## config.mk

```make
export PLATFORM = sky130hd
export DESIGN_NAME = wprcf_framer
export DESIGN_NICKNAME = d
export VERILOG_FILES = /design/src/include/wprcf_pkg.sv /design/src/rtl/wprcf_framer.sv /design/src/rtl/wprcf_bitenc.sv
export VERILOG_INCLUDE_DIRS = /design/src /design/src/include
export SDC_FILE = /design/constraint.sdc
export NUM_CORES = 1
export LEC_CHECK = 0
export ABC_CLOCK_PERIOD_IN_PS = 4600
export BUFFER_PORTS_ARGS = -buffer_cell sky130_fd_sc_hd__buf_2
export CORE_ASPECT_RATIO = 1.25
export CORE_UTILIZATION = 40
export CTS_CLUSTER_DIAMETER = 80
export CTS_CLUSTER_SIZE = 16
export DETAILED_ROUTE_END_ITERATION = 12
export PLACE_DENSITY = 0.68
export SLEW_MARGIN = 25
export SYNTH_ARGS = -nofsm -noshare
export SYNTH_HDL_FRONTEND = slang
export SYNTH_SLANG_ARGS = --single-unit
```

## constraint.sdc

```tcl
create_clock -name CLK_I -period 4.6 [get_ports CLK_I]
set_clock_uncertainty 0.2 [all_clocks]
set_input_delay 0.23 -clock CLK_I [delete_from_list [all_inputs] [get_ports CLK_I]]
set_output_delay 0.23 -clock CLK_I [all_outputs]
set_load 0.05 [all_outputs]
```

## src/include/wprcf_defines.svh

```systemverilog
// Timing, framing and packet constants for the receiver comm framer.
// Assumes a 10 MHz system clock driving the whole block.
`ifndef WPRCF_DEFINES_SVH
`define WPRCF_DEFINES_SVH

`define WPRCF_CLK_HZ 10000000
`define WPRCF_BIT_HZ 2000
// Half a bit cell in clock cycles: 10 MHz / (2 * 2 kHz) = 2500.
`define WPRCF_HALF_CYC (`WPRCF_CLK_HZ / (2 * `WPRCF_BIT_HZ))
`define WPRCF_HALF_W 12
`define WPRCF_FRAME_BITS 4'hb
`define WPRCF_PREAMBLE_BITS 5'h0b
`define WPRCF_MSG_MAX 8
`define WPRCF_HDR_SIG_STRENGTH 8'h01
`define WPRCF_HDR_END_POWER 8'h02
`define WPRCF_HDR_CTRL_ERROR 8'h03
`define WPRCF_HDR_RX_POWER 8'h04
`define WPRCF_HDR_IDENT 8'h71
`define WPRCF_HDR_CONFIG 8'h51
`define WPRCF_HDR_NEG_REQ 8'h20

`endif

```

## src/include/wprcf_pkg.sv

```systemverilog
// Types shared by the receiver comm framer files.
// Assumes wprcf_defines.svh supplies the numeric constants.
package wprcf_pkg;
  typedef enum {
    PH_SELECT, PH_PING, PH_IDCFG, PH_NEGOT, PH_CALIB, PH_XFER, PH_RENEG, PH_END
  } wprcf_phase_t;
  typedef enum {ST_IDLE, ST_PRE, ST_FRAME} wprcf_tx_t;
endpackage

```

## src/rtl/wprcf_framer.sv

```systemverilog
// Receiver comm framer: protocol phases, packet and byte framing, modulation.
// Assumes UVLO and mode inputs come from other clock domains or pins.
`timescale 1ns/1ps
`include "wprcf_defines.svh"
module wprcf_framer (
  input wire logic CLK_I, // 10 MHz system clock.
  input wire logic RST_I, // Asynchronous reset, active high.
  input wire logic UVLO_OK_I, // Rectified voltage above UVLO threshold.
  input wire logic DEMODULATED_INPUT_I, // Demodulated input above threshold.
  input wire logic END_POWER_REQ_I, // Request end of power transfer.
  input wire logic PING_INVALID_I, // Invalid response to send in ping.
  input wire logic NEG_DONE_I, // Negotiation finished.
  input wire logic RENEG_REQ_I, // Enter renegotiation.
  input wire logic RENEG_ABORT_I, // Abort renegotiation early.
  input wire logic RENEG_DONE_I, // Renegotiation accepted.
  input wire logic GRANT_I, // Transmitter granted last request.
  input wire logic DENY_I, // Transmitter denied last request.
  input wire logic [7:0] CTRL_ERR_I, // Control error value.
  input wire logic [7:0] RX_POWER_I, // Received power value.
  input wire logic [7:0] SIG_STRENGTH_I, // Signal strength value.
  input wire logic [7:0] NEG_REQ_I, // Negotiation request value.
  input wire logic [7:0] CONTRACT_I, // New contract value on renegotiation.
  output logic [2:0] PHASE_O, // Current protocol phase.
  output logic [7:0] CONTRACT_O, // Active power transfer contract.
  output logic MOD_CAP_PIN_A_O, // Ground modulation cap on terminal A.
  output logic MOD_CAP_PIN_B_O, // Ground modulation cap on terminal B.
  output logic PKT_DONE_O // Pulse after each packet sent.
);
  ////////////////////////////////////////////////////////////////////////
  // Input synchronisers; all single-bit control inputs are asynchronous pins.
  localparam int NS = 9;
  logic [NS-1:0] raw, s1_reg, s2_reg;
  assign raw = {UVLO_OK_I, DEMODULATED_INPUT_I, END_POWER_REQ_I, PING_INVALID_I,
                NEG_DONE_I, RENEG_REQ_I, RENEG_ABORT_I, RENEG_DONE_I, GRANT_I};
  always_ff @(posedge CLK_I or posedge RST_I) begin
    if (RST_I) begin
      s1_reg <= '0;
      s2_reg <= '0;
    end else begin
      s1_reg <= raw;
      s2_reg <= s1_reg;
    end
  end
  logic uvlo_ok, end_req, ping_bad, neg_done, reneg_req, reneg_abort, reneg_done;
  logic grant_in;
  logic deny_s1_reg, deny_s2_reg;
  always_ff @(posedge CLK_I or posedge RST_I) begin
    if (RST_I) begin
      deny_s1_reg <= 1'b0;
      deny_s2_reg <= 1'b0;
    end else begin
      deny_s1_reg <= DENY_I;
      deny_s2_reg <= deny_s1_reg;
    end
  end
  assign uvlo_ok = s2_reg[8] | s2_reg[7];
  assign end_req = s2_reg[6];
  assign ping_bad = s2_reg[5];
  assign neg_done = s2_reg[4];
  assign reneg_req = s2_reg[3];
  assign reneg_abort = s2_reg[2];
  assign reneg_done = s2_reg[1];
  assign grant_in = s2_reg[0];

  ////////////////////////////////////////////////////////////////////////
  // Packet selection per phase.
  wprcf_pkg::wprcf_phase_t phase_reg;
  logic tx_busy, pkt_done;
  logic [7:0] hdr_sel, msg_sel;
  logic idcfg_sent_id_reg;
  logic neg_wait_reg;
  logic [1:0] xfer_slot_reg;
  always_comb begin
    hdr_sel = `WPRCF_HDR_CTRL_ERROR;
    msg_sel = CTRL_ERR_I;
    unique case (phase_reg)
      wprcf_pkg::PH_SELECT: begin
        hdr_sel = `WPRCF_HDR_SIG_STRENGTH;
        msg_sel = SIG_STRENGTH_I;
      end
      wprcf_pkg::PH_PING: begin
        hdr_sel = (end_req || ping_bad) ? `WPRCF_HDR_END_POWER
                                        : `WPRCF_HDR_SIG_STRENGTH;
        msg_sel = SIG_STRENGTH_I;
      end
      wprcf_pkg::PH_IDCFG: begin
        hdr_sel = idcfg_sent_id_reg ? `WPRCF_HDR_CONFIG : `WPRCF_HDR_IDENT;
        msg_sel = 8'h00;
      end
      wprcf_pkg::PH_NEGOT, wprcf_pkg::PH_RENEG: begin
        hdr_sel = `WPRCF_HDR_NEG_REQ;
        msg_sel = NEG_REQ_I;
      end
      wprcf_pkg::PH_CALIB: begin
        hdr_sel = `WPRCF_HDR_RX_POWER;
        msg_sel = RX_POWER_I;
      end
      wprcf_pkg::PH_XFER: begin
        hdr_sel = xfer_slot_reg[0] ? `WPRCF_HDR_RX_POWER : `WPRCF_HDR_CTRL_ERROR;
        msg_sel = xfer_slot_reg[0] ? RX_POWER_I : CTRL_ERR_I;
        if (end_req) begin
          hdr_sel = `WPRCF_HDR_END_POWER;
          msg_sel = 8'h00;
        end
      end
      wprcf_pkg::PH_END: begin
        hdr_sel = `WPRCF_HDR_END_POWER;
        msg_sel = 8'h00;
      end
    endcase
  end

  ////////////////////////////////////////////////////////////////////////
  // Protocol phase sequencing.
  logic [7:0] sent_hdr_reg;
  logic want_tx;
  // Holding off in transfer while renegotiation is asked for keeps a control
  // packet from starting in the very cycle of the phase change.
  assign want_tx = (phase_reg != wprcf_pkg::PH_SELECT) && !neg_wait_reg &&
                   !(phase_reg == wprcf_pkg::PH_XFER && reneg_req);
  always_ff @(posedge CLK_I or posedge RST_I) begin
    if (RST_I) begin
      phase_reg <= wprcf_pkg::PH_SELECT;
      idcfg_sent_id_reg <= 1'b0;
      xfer_slot_reg <= '0;
      neg_wait_reg <= 1'b0;
      CONTRACT_O <= 8'h00;
    end else if (!uvlo_ok) begin
      phase_reg <= wprcf_pkg::PH_SELECT;
      idcfg_sent_id_reg <= 1'b0;
      neg_wait_reg <= 1'b0;
    end else begin
      unique case (phase_reg)
        wprcf_pkg::PH_SELECT: phase_reg <= wprcf_pkg::PH_PING;
        wprcf_pkg::PH_PING: begin
          if (pkt_done && sent_hdr_reg == `WPRCF_HDR_SIG_STRENGTH) begin
            phase_reg <= wprcf_pkg::PH_IDCFG;
          end
          // An end packet or invalid response keeps the phase here.
        end
        wprcf_pkg::PH_IDCFG: begin
          if (pkt_done && sent_hdr_reg == `WPRCF_HDR_IDENT) begin
            idcfg_sent_id_reg <= 1'b1;
          end else if (pkt_done && sent_hdr_reg == `WPRCF_HDR_CONFIG) begin
            phase_reg <= wprcf_pkg::PH_NEGOT;
          end
        end
        wprcf_pkg::PH_NEGOT, wprcf_pkg::PH_RENEG: begin
          // Each request is held until the transmitter answers it.
          if (pkt_done) begin
            neg_wait_reg <= 1'b1;
          end else if (grant_in || deny_s2_reg) begin
            neg_wait_reg <= 1'b0;
          end
          if (phase_reg == wprcf_pkg::PH_NEGOT && neg_done) begin
            phase_reg <= wprcf_pkg::PH_CALIB;
            neg_wait_reg <= 1'b0;
          end
          if (phase_reg == wprcf_pkg::PH_RENEG) begin
            if (reneg_abort) begin
              phase_reg <= wprcf_pkg::PH_XFER;
              neg_wait_reg <= 1'b0;
            end else if (reneg_done) begin
              CONTRACT_O <= CONTRACT_I;
              phase_reg <= wprcf_pkg::PH_XFER;
              neg_wait_reg <= 1'b0;
            end
          end
        end
        wprcf_pkg::PH_CALIB: begin
          if (pkt_done) begin
            phase_reg <= wprcf_pkg::PH_XFER;
          end
        end
        wprcf_pkg::PH_XFER: begin
          if (pkt_done) begin
            // A request finished after an abort must not skew the alternation.
            if (sent_hdr_reg != `WPRCF_HDR_NEG_REQ) begin
              xfer_slot_reg <= xfer_slot_reg + 2'h1;
            end
            if (sent_hdr_reg == `WPRCF_HDR_END_POWER) begin
              phase_reg <= wprcf_pkg::PH_END;
            end
          end else if (reneg_req && !tx_busy) begin
            phase_reg <= wprcf_pkg::PH_RENEG;
          end
        end
        wprcf_pkg::PH_END: phase_reg <= wprcf_pkg::PH_END;
      endcase
    end
  end
  always_ff @(posedge CLK_I or posedge RST_I) begin
    if (RST_I) begin
      PHASE_O <= 3'h0;
    end else begin
      PHASE_O <= 3'(phase_reg);
    end
  end

  ////////////////////////////////////////////////////////////////////////
  // Packet serialiser: preamble ones, then 11-bit frames per byte.
  wprcf_pkg::wprcf_tx_t tx_reg;
  logic [7:0] msg_reg, chk_reg;
  logic [1:0] byte_idx_reg;
  logic [3:0] fbit_reg;
  logic [4:0] pre_cnt_reg;
  logic [10:0] frame_reg;
  logic enc_go, enc_bit, enc_busy, enc_done, enc_level;
  function automatic logic [10:0] make_frame(input logic [7:0] b);
    // LSB first after a zero start bit; odd parity; stop bit one.
    make_frame = {1'b1, ~(^b), b, 1'b0};
  endfunction
  assign tx_busy = tx_reg != wprcf_pkg::ST_IDLE;
  assign pkt_done = enc_done && tx_reg == wprcf_pkg::ST_FRAME &&
                    fbit_reg == `WPRCF_FRAME_BITS - 4'h1 && byte_idx_reg == 2'h2;
  always_ff @(posedge CLK_I or posedge RST_I) begin
    if (RST_I) begin
      tx_reg <= wprcf_pkg::ST_IDLE;
      msg_reg <= 8'h00;
      chk_reg <= 8'h00;
      sent_hdr_reg <= 8'h00;
      byte_idx_reg <= 2'h0;
      fbit_reg <= 4'h0;
      pre_cnt_reg <= 5'h00;
      frame_reg <= '0;
    end else begin
      unique case (tx_reg)
        wprcf_pkg::ST_IDLE: begin
          if (want_tx && uvlo_ok && !pkt_done) begin
            sent_hdr_reg <= hdr_sel;
            msg_reg <= msg_sel;
            chk_reg <= hdr_sel ^ msg_sel;
            pre_cnt_reg <= 5'h00;
            tx_reg <= wprcf_pkg::ST_PRE;
          end
        end
        wprcf_pkg::ST_PRE: begin
          if (enc_done) begin
            if (pre_cnt_reg == `WPRCF_PREAMBLE_BITS - 5'h01) begin
              tx_reg <= wprcf_pkg::ST_FRAME;
              byte_idx_reg <= 2'h0;
              fbit_reg <= 4'h0;
              frame_reg <= make_frame(sent_hdr_reg);
            end else begin
              pre_cnt_reg <= pre_cnt_reg + 5'h01;
            end
          end
        end
        wprcf_pkg::ST_FRAME: begin
          if (enc_done) begin
            if (fbit_reg == `WPRCF_FRAME_BITS - 4'h1) begin
              fbit_reg <= 4'h0;
              if (byte_idx_reg == 2'h2) begin
                tx_reg <= wprcf_pkg::ST_IDLE;
              end else begin
                byte_idx_reg <= byte_idx_reg + 2'h1;
                frame_reg <= make_frame(byte_idx_reg == 2'h0 ? msg_reg : chk_reg);
              end
            end else begin
              fbit_reg <= fbit_reg + 4'h1;
              frame_reg <= {1'b0, frame_reg[10:1]};
            end
          end
        end
      endcase
    end
  end
  assign enc_bit = (tx_reg == wprcf_pkg::ST_PRE) ? 1'b1 : frame_reg[0];
  assign enc_go = (tx_reg != wprcf_pkg::ST_IDLE) && !enc_busy && !enc_done;

  wprcf_bitenc u_enc (
    .clk_i(CLK_I),
    .rst_i(RST_I),
    .go_i(enc_go),
    .bit_i(enc_bit),
    .busy_o(enc_busy),
    .done_o(enc_done),
    .level_o(enc_level)
  );

  ////////////////////////////////////////////////////////////////////////
  // Modulation switches follow the encoded level only while sending.
  // The level is taken relative to where the encoder stood at packet start, so
  // every packet opens with a real transition and no stray pulse.
  logic base_reg;
  always_ff @(posedge CLK_I or posedge RST_I) begin
    if (RST_I) begin
      MOD_CAP_PIN_A_O <= 1'b0;
      MOD_CAP_PIN_B_O <= 1'b0;
      PKT_DONE_O <= 1'b0;
      base_reg <= 1'b0;
    end else begin
      if (!tx_busy) begin
        base_reg <= enc_level;
      end
      MOD_CAP_PIN_A_O <= tx_busy && (enc_level ^ base_reg);
      MOD_CAP_PIN_B_O <= tx_busy && (enc_level ^ base_reg);
      PKT_DONE_O <= pkt_done;
    end
  end
endmodule

```

## src/rtl/wprcf_bitenc.sv

```systemverilog
// Differential bi-phase bit encoder producing one bit cell per request.
// Assumes the caller holds bit_i steady while busy_o is high.
`timescale 1ns/1ps
`include "wprcf_defines.svh"
module wprcf_bitenc (
  input wire logic clk_i, // System clock.
  input wire logic rst_i, // Asynchronous reset, active high.
  input wire logic go_i, // Start one bit cell.
  input wire logic bit_i, // Bit value to encode.
  output logic busy_o, // Cell in progress.
  output logic done_o, // Pulse at end of cell.
  output logic level_o // Encoded line level.
);
  logic [`WPRCF_HALF_W-1:0] cnt_reg;
  logic half_reg;
  logic bit_reg;
  always_ff @(posedge clk_i or posedge rst_i) begin
    if (rst_i) begin
      cnt_reg <= '0;
      half_reg <= 1'b0;
      busy_o <= 1'b0;
      done_o <= 1'b0;
      bit_reg <= 1'b0;
    end else begin
      done_o <= 1'b0;
      if (go_i && !busy_o) begin
        busy_o <= 1'b1;
        bit_reg <= bit_i;
        half_reg <= 1'b0;
        cnt_reg <= '0;
      end else if (busy_o) begin
        if (cnt_reg == `WPRCF_HALF_W'(`WPRCF_HALF_CYC - 1)) begin
          cnt_reg <= '0;
          half_reg <= ~half_reg;
          if (half_reg) begin
            busy_o <= 1'b0;
            done_o <= 1'b1;
          end
        end else begin
          cnt_reg <= cnt_reg + 1'b1;
        end
      end
    end
  end
  // Every cell opens with a toggle; a one also toggles at mid-cell.
  always_ff @(posedge clk_i or posedge rst_i) begin
    if (rst_i) begin
      level_o <= 1'b0;
    end else if (go_i && !busy_o) begin
      level_o <= ~level_o;
    end else if (busy_o && !half_reg && bit_reg &&
                 cnt_reg == `WPRCF_HALF_W'(`WPRCF_HALF_CYC - 1)) begin
      level_o <= ~level_o;
    end
  end
endmodule

```

# Word-level counts from Yosys, hierarchy flattened
# Index checks and enable logic that the tools add are counted.
# totals
register_bits	165
latch_bits	0
ram_bits	0
mem_bits_ro	0
inputBits	52
out_inout_bits	14
word_cells	214
n_memories	0
# op_classes
addsub	5
multipliers	0
div_mod_pow	0
order_cmp	0
eq_ne	41
shifts	0
mux	78
bitwise_logic	8
n_reduce_logical	55
# ops
op	count
32-bit 2-to-1 mux	18
32-bit case mux with 7 select lines	1
32-bit by 3-bit == test with 1-bit output, second input constant	6
32-bit by 2-bit == test with 1-bit output, second input constant	4
32-bit case mux with 3 select lines	1
32-bit by 1-bit == test with 1-bit output, second input constant	2
32-bit by 4-bit == test with 1-bit output, second input constant	2
32-bit zero test	2
32-bit nonzero test	2
8-bit case mux with 7 select lines	1
11-bit 2-to-1 mux	5
8-bit case mux with 5 select lines	1
12-bit 2-to-1 mux	3
1-bit 2-to-1 mux	25
8-bit 2-to-1 mux	3
11-bit case mux with 2 select lines	1
1-bit logical AND	20
6-bit AND reduction	3
8-bit by 7-bit == test with 1-bit output, second input constant	2
4-bit 2-to-1 mux	4
8-bit parity	2
5-bit 2-to-1 mux	3
3-bit != test, second input constant	5
12-bit by 1-bit adder with 12-bit output, second input constant	1
31 further kinds	70

# Longest topological paths before layout
# depth
depth_word	11
ltp_mapped	9
mapped_depth_nobuf	8

# Cells and area by module
# Synthesis repeated with hierarchy kept, for this count alone.
# hier_totals
hier_cells	546
hier_area_um2	6017.0
# modules_own_cells
module	n_inst	cells_each	area_each_um2	seq_area_each_um2
wprcf_framer	1	457	5132.4	2802.7
wprcf_bitenc	1	89	884.6	425.4

# Least setup slack after synthesis
# Ideal clock, no wire load.
# synth_timing
path_type	flip-flop to flip-flop
from	reg byte_idx_reg[0]
to	reg phase_reg[1]
setup_ps	110
arrival_ps	2118
required_ps	4290
setup_slack_ps	2172
stages_incl_launch_ff	9
path_buffers	0
synth_period_minus_slack_ps	2428
cell_sequence	dfrtp_1 -> inv_1 -> ha_1 -> nand3_1 -> nor2_1 -> mux2_1 -> a22oi_1 -> o211ai_1 -> o41ai_1
# synth_between
elab_chain_len	5
word_cells_on_any_way	15
classes_between	eq/ne (7); mux (3); reduce/logical (5)
# synth_rtl
item	line_no	source
from (decl)	wprcf_framer.sv:204	logic [1:0] byte_idx_reg;
from (signal assigned)	wprcf_framer.sv:256	byte_idx_reg <= byte_idx_reg + 2'h1;
2-bit == test *	wprcf_framer.sv:215	fbit_reg == `WPRCF_FRAME_BITS - 4'h1 && byte_idx_reg == 2'h2;
1-bit logical AND *	wprcf_framer.sv:214	assign pkt_done = enc_done && tx_reg == wprcf_pkg::ST_FRAME &&
named net pkt_done	wprcf_framer.sv:68	logic tx_busy, pkt_done;
32-bit 2-to-1 mux / 1-bit logical AND (equally long branches)	-	
32-bit case mux with 7 select lines / 3-bit != test (equally long branches)	-	
32-bit 2-to-1 mux / 6-bit AND reduction (equally long branches)	-	
to (signal assigned)	wprcf_framer.sv:129	phase_reg <= wprcf_pkg::PH_SELECT;
to (signal assigned)	wprcf_framer.sv:134	wprcf_pkg::PH_SELECT: phase_reg <= wprcf_pkg::PH_PING;
to (signal assigned)	wprcf_framer.sv:137	phase_reg <= wprcf_pkg::PH_IDCFG;
to (decl)	wprcf_framer.sv:67	wprcf_pkg::wprcf_phase_t phase_reg;
# The timed path passes the listed nets; every way through them passes the cells marked *.
# A chain may end at the register's enable or synchronous reset.

# Final worst setup path
# layout_timing
from	reg fbit_reg[0]
to	reg phase_reg[1]
# layout_between
elab_chain_len	6
word_cells_on_any_way	16
classes_between	eq/ne (7); mux (3); reduce/logical (6)
# layout_rtl
item	line_no	source
from (decl)	wprcf_framer.sv:205	logic [3:0] fbit_reg;
from (signal assigned)	wprcf_framer.sv:260	fbit_reg <= fbit_reg + 4'h1;
4-bit == test *	wprcf_framer.sv:215	
1-bit logical AND * (2 in a row)	wprcf_framer.sv:214	
named net pkt_done	wprcf_framer.sv:68	
32-bit 2-to-1 mux / 1-bit logical AND (equally long branches)	-	
32-bit case mux with 7 select lines / 3-bit != test (equally long branches)	-	
32-bit 2-to-1 mux / 6-bit AND reduction (equally long branches)	-	
# Marks and branches as above.

==> results.md <==
* R2R setup slack at 1300 ps
* Hold crit path type: in2reg
* Area Overhead vs Synth at 23.7%
* Remaining Overflow, GRT at 0
* Power Internal at 0.00227 W
* GP Congestion at 0.846
* Number of synthesis warnings at 0
* PortBufs at 65
* Clock power frac at 0.373
* #FFs+latches synth at 129
* Ports at 66
* Pin count of the biggest net entering global routing at 61
* Total core area at 0.0145 mm²
* Ys flop type: dfrtp_1
* Final antenna-violating net count at 0
* Worst hold slack at 37.3 ps
* Post-CTS Hold Buffers at 27
* Unrepaired setup endpoints after global routing: false
* Max-cap violations at 0
* CTS tree: yes
* Post-cts resize count at 0
* Net load switching power at 0.00104 W
* Commonest non-fill, non-tap cell in the layout: dfrtp_1
* Skew-Pair Late Insertion Delay at 420 ps
* Commonest non-fill, non-tap cells in the layout: dfrtp_1 (129), buf_2 (65), nand2_1 (54), nor2_1 (54), conb_1 (29)
* Min Tclk post-route at 3300 ps
* First-pass GRT wire length at 21900 µm
* Buf+Inv Stages, Crit Path at 1
* Initial antenna violation count at 0
* Worst Setup End Kind: flip-flop
* Setup crit start kind: flip-flop
* VDD IR max at 0.225 mV
* Register area share after synthesis at 0.542
* Critical path arrival at 3410 ps
* Netlist Area Pre-Place at 0.00596 mm²
* Worst-path clk slew at 60 ps
* Final design instance area without fill at 0.00737 mm²
* CTS max path bufs at 2
* Combinational Power Share at 0.207
* Via count at 4588
* Avg Inst Size Synth at 10.6 µm²
* DRC viols at 0
* Switching share of power at 0.313
* Pre-CTS setup slack at 1350 ps
* Placed cell areas at 0.00655 mm²
* Max Clock Freq at 303 MHz
* Post-CTS Setup Inserts at 0
* Setup_tns at 0 ps
* Vias/cell at 5.24
* Slew headroom at 0.369
* Final Max Tran Viols at 0
* Setup violators final at 0
* Fin util at 0.509
* Synth unique cells at 65
* Worst path cell trace: inv_1 > ha_1 > nand3b_1 > nor2_1 > mux2_1 > a22oi_1 > o211ai_1 > o41ai_1
* H-tree depth at 4
* Slowest CP cell: nor2_1
* Die span in y at 138 µm
* Wirelength per Cell at 14.9 µm
* TritonCTS buffer count at 17
* Final HPWL DP at 9090 µm
* Layout net count at 754
* Total Routing Usage GR at 0.181
* Fin. Hold Viols at 0
* Initial core utilization at 0.412
* Root buf cell: clkbuf_16
* Setup ws final at 1300 ps
* WS Path Type: reg2reg
* Final period utilization at 0.717
* Die area at 0.0154 mm²
* Status: completed
* Vias in the first global route at 4710
* Slew @ Worst Pin at 940 ps
* Worst Path Required at 4710 ps
* Max reg flops at 32
* Worst stage delay on the critical path at 700 ps
* N_diodes at 0
* Die X at 111 µm
* First drt pass iteration count at 7
* PD cells at 449 mW/mm²
* Routed wire length at 13000 µm
* Max FO, Critical Path at 21
* Worst path top cell family by delay: simple AND/OR/NAND/NOR gates
* Post-synth EDFFs at 0
* DR iter-0 viols at 244
* Cell count after synthesis at 564
* Row cnt at 49
* Sequential power share at 0.420
* Share of cells above drive strength 1 at 0.170
* Leakage at 3.39 nW
* Clk sink count at 129
* Asr flop ratio synth at 1.00
through the flow:
stage | std cells | power (W)
floorplan | 592 | 0.00191
global placement | 817 | 0.00205
detailed placement | 817 | 0.00207
CTS | 876 | 0.00334
global route | 876 | 0.00349
finish | 876 | 0.00331
power by group through the flow:
stage	clock network [W]	logic [W]	registers, W
finish	0.00124	0.000685	0.00139
global route	0.00131	0.000772	0.00141
CTS	0.00126	0.000684	0.00139
detailed placement	0	0.000663	0.00141
global placement	0	0.000644	0.00140
floorplan	0	0.000512	0.00139
path summary, 6_finish.rpt:
path | depth (start not counted) | start | endpoint
max | 8 | fbit_reg[0] | phase_reg[1]
min | 4 | NEG_REQ_I[1] | msg_reg[1]
max reg2reg | 8 | fbit_reg[0] | phase_reg[1]
min reg2reg | 0 | s1_reg[0] | s2_reg[0]
max in group asynchronous | 4 | RST_I | chk_reg[1]
min in group asynchronous | 3 | RST_I | s1_reg[7]
worst min-delay path: cells and delay by family:
family                 cells  cell delay [ps]
and+or+nand+nor            3              280
buffers and inverters      1              110
layer usage:
layer	track usage	wire length, µm
met5	0	0
met4	0.0989	410
met3	0.0452	405
met2	0.314	6860
met1	0.204	5370
cell families after synthesis:
group | count (synthesis) | synth area share
other | 1 | 0.000630
muxes | 30 | 0.0536
adders and majority gates | 17 | 0.0357
buffers and inverters | 43 | 0.0286
AOI/OAI and AO/OA | 126 | 0.137
xor gates and xnor gates | 23 | 0.0338
DFF | 129 | 0.542
and+or+nand+nor | 195 | 0.169
synth_stat cells (all sizes together) (7+ instances only):
library cell | count | share of area
a21oi | 26 | 0.022
a222oi | 7 | 0.012
and3 | 11 | 0.012
clkbuf | 17 | 0.011
dfrtp | 129 | 0.54
ha | 17 | 0.036
inv | 21 | 0.013
mux2 | 15 | 0.028
mux2i | 15 | 0.025
nand2 | 54 | 0.034
nand2b | 8 | 0.0084
nand3 | 20 | 0.017
nor2 | 54 | 0.034
nor3 | 7 | 0.0086
nor4 | 8 | 0.013
o21ai | 46 | 0.039
xnor2 | 15 | 0.022
xor2 | 8 | 0.012
layout make-up:
cell class | count | area, µm²
fill | 1289 | 7100
sequential | 129 | 3230
multi-input combinational | 420 | 2660
timing repair buffer | 96 | 626
clock buffer | 19 | 443
tap | 178 | 223
clock inverter | 13 | 105
inverter | 21 | 81.3
Power figures use the tool's default switching activity.
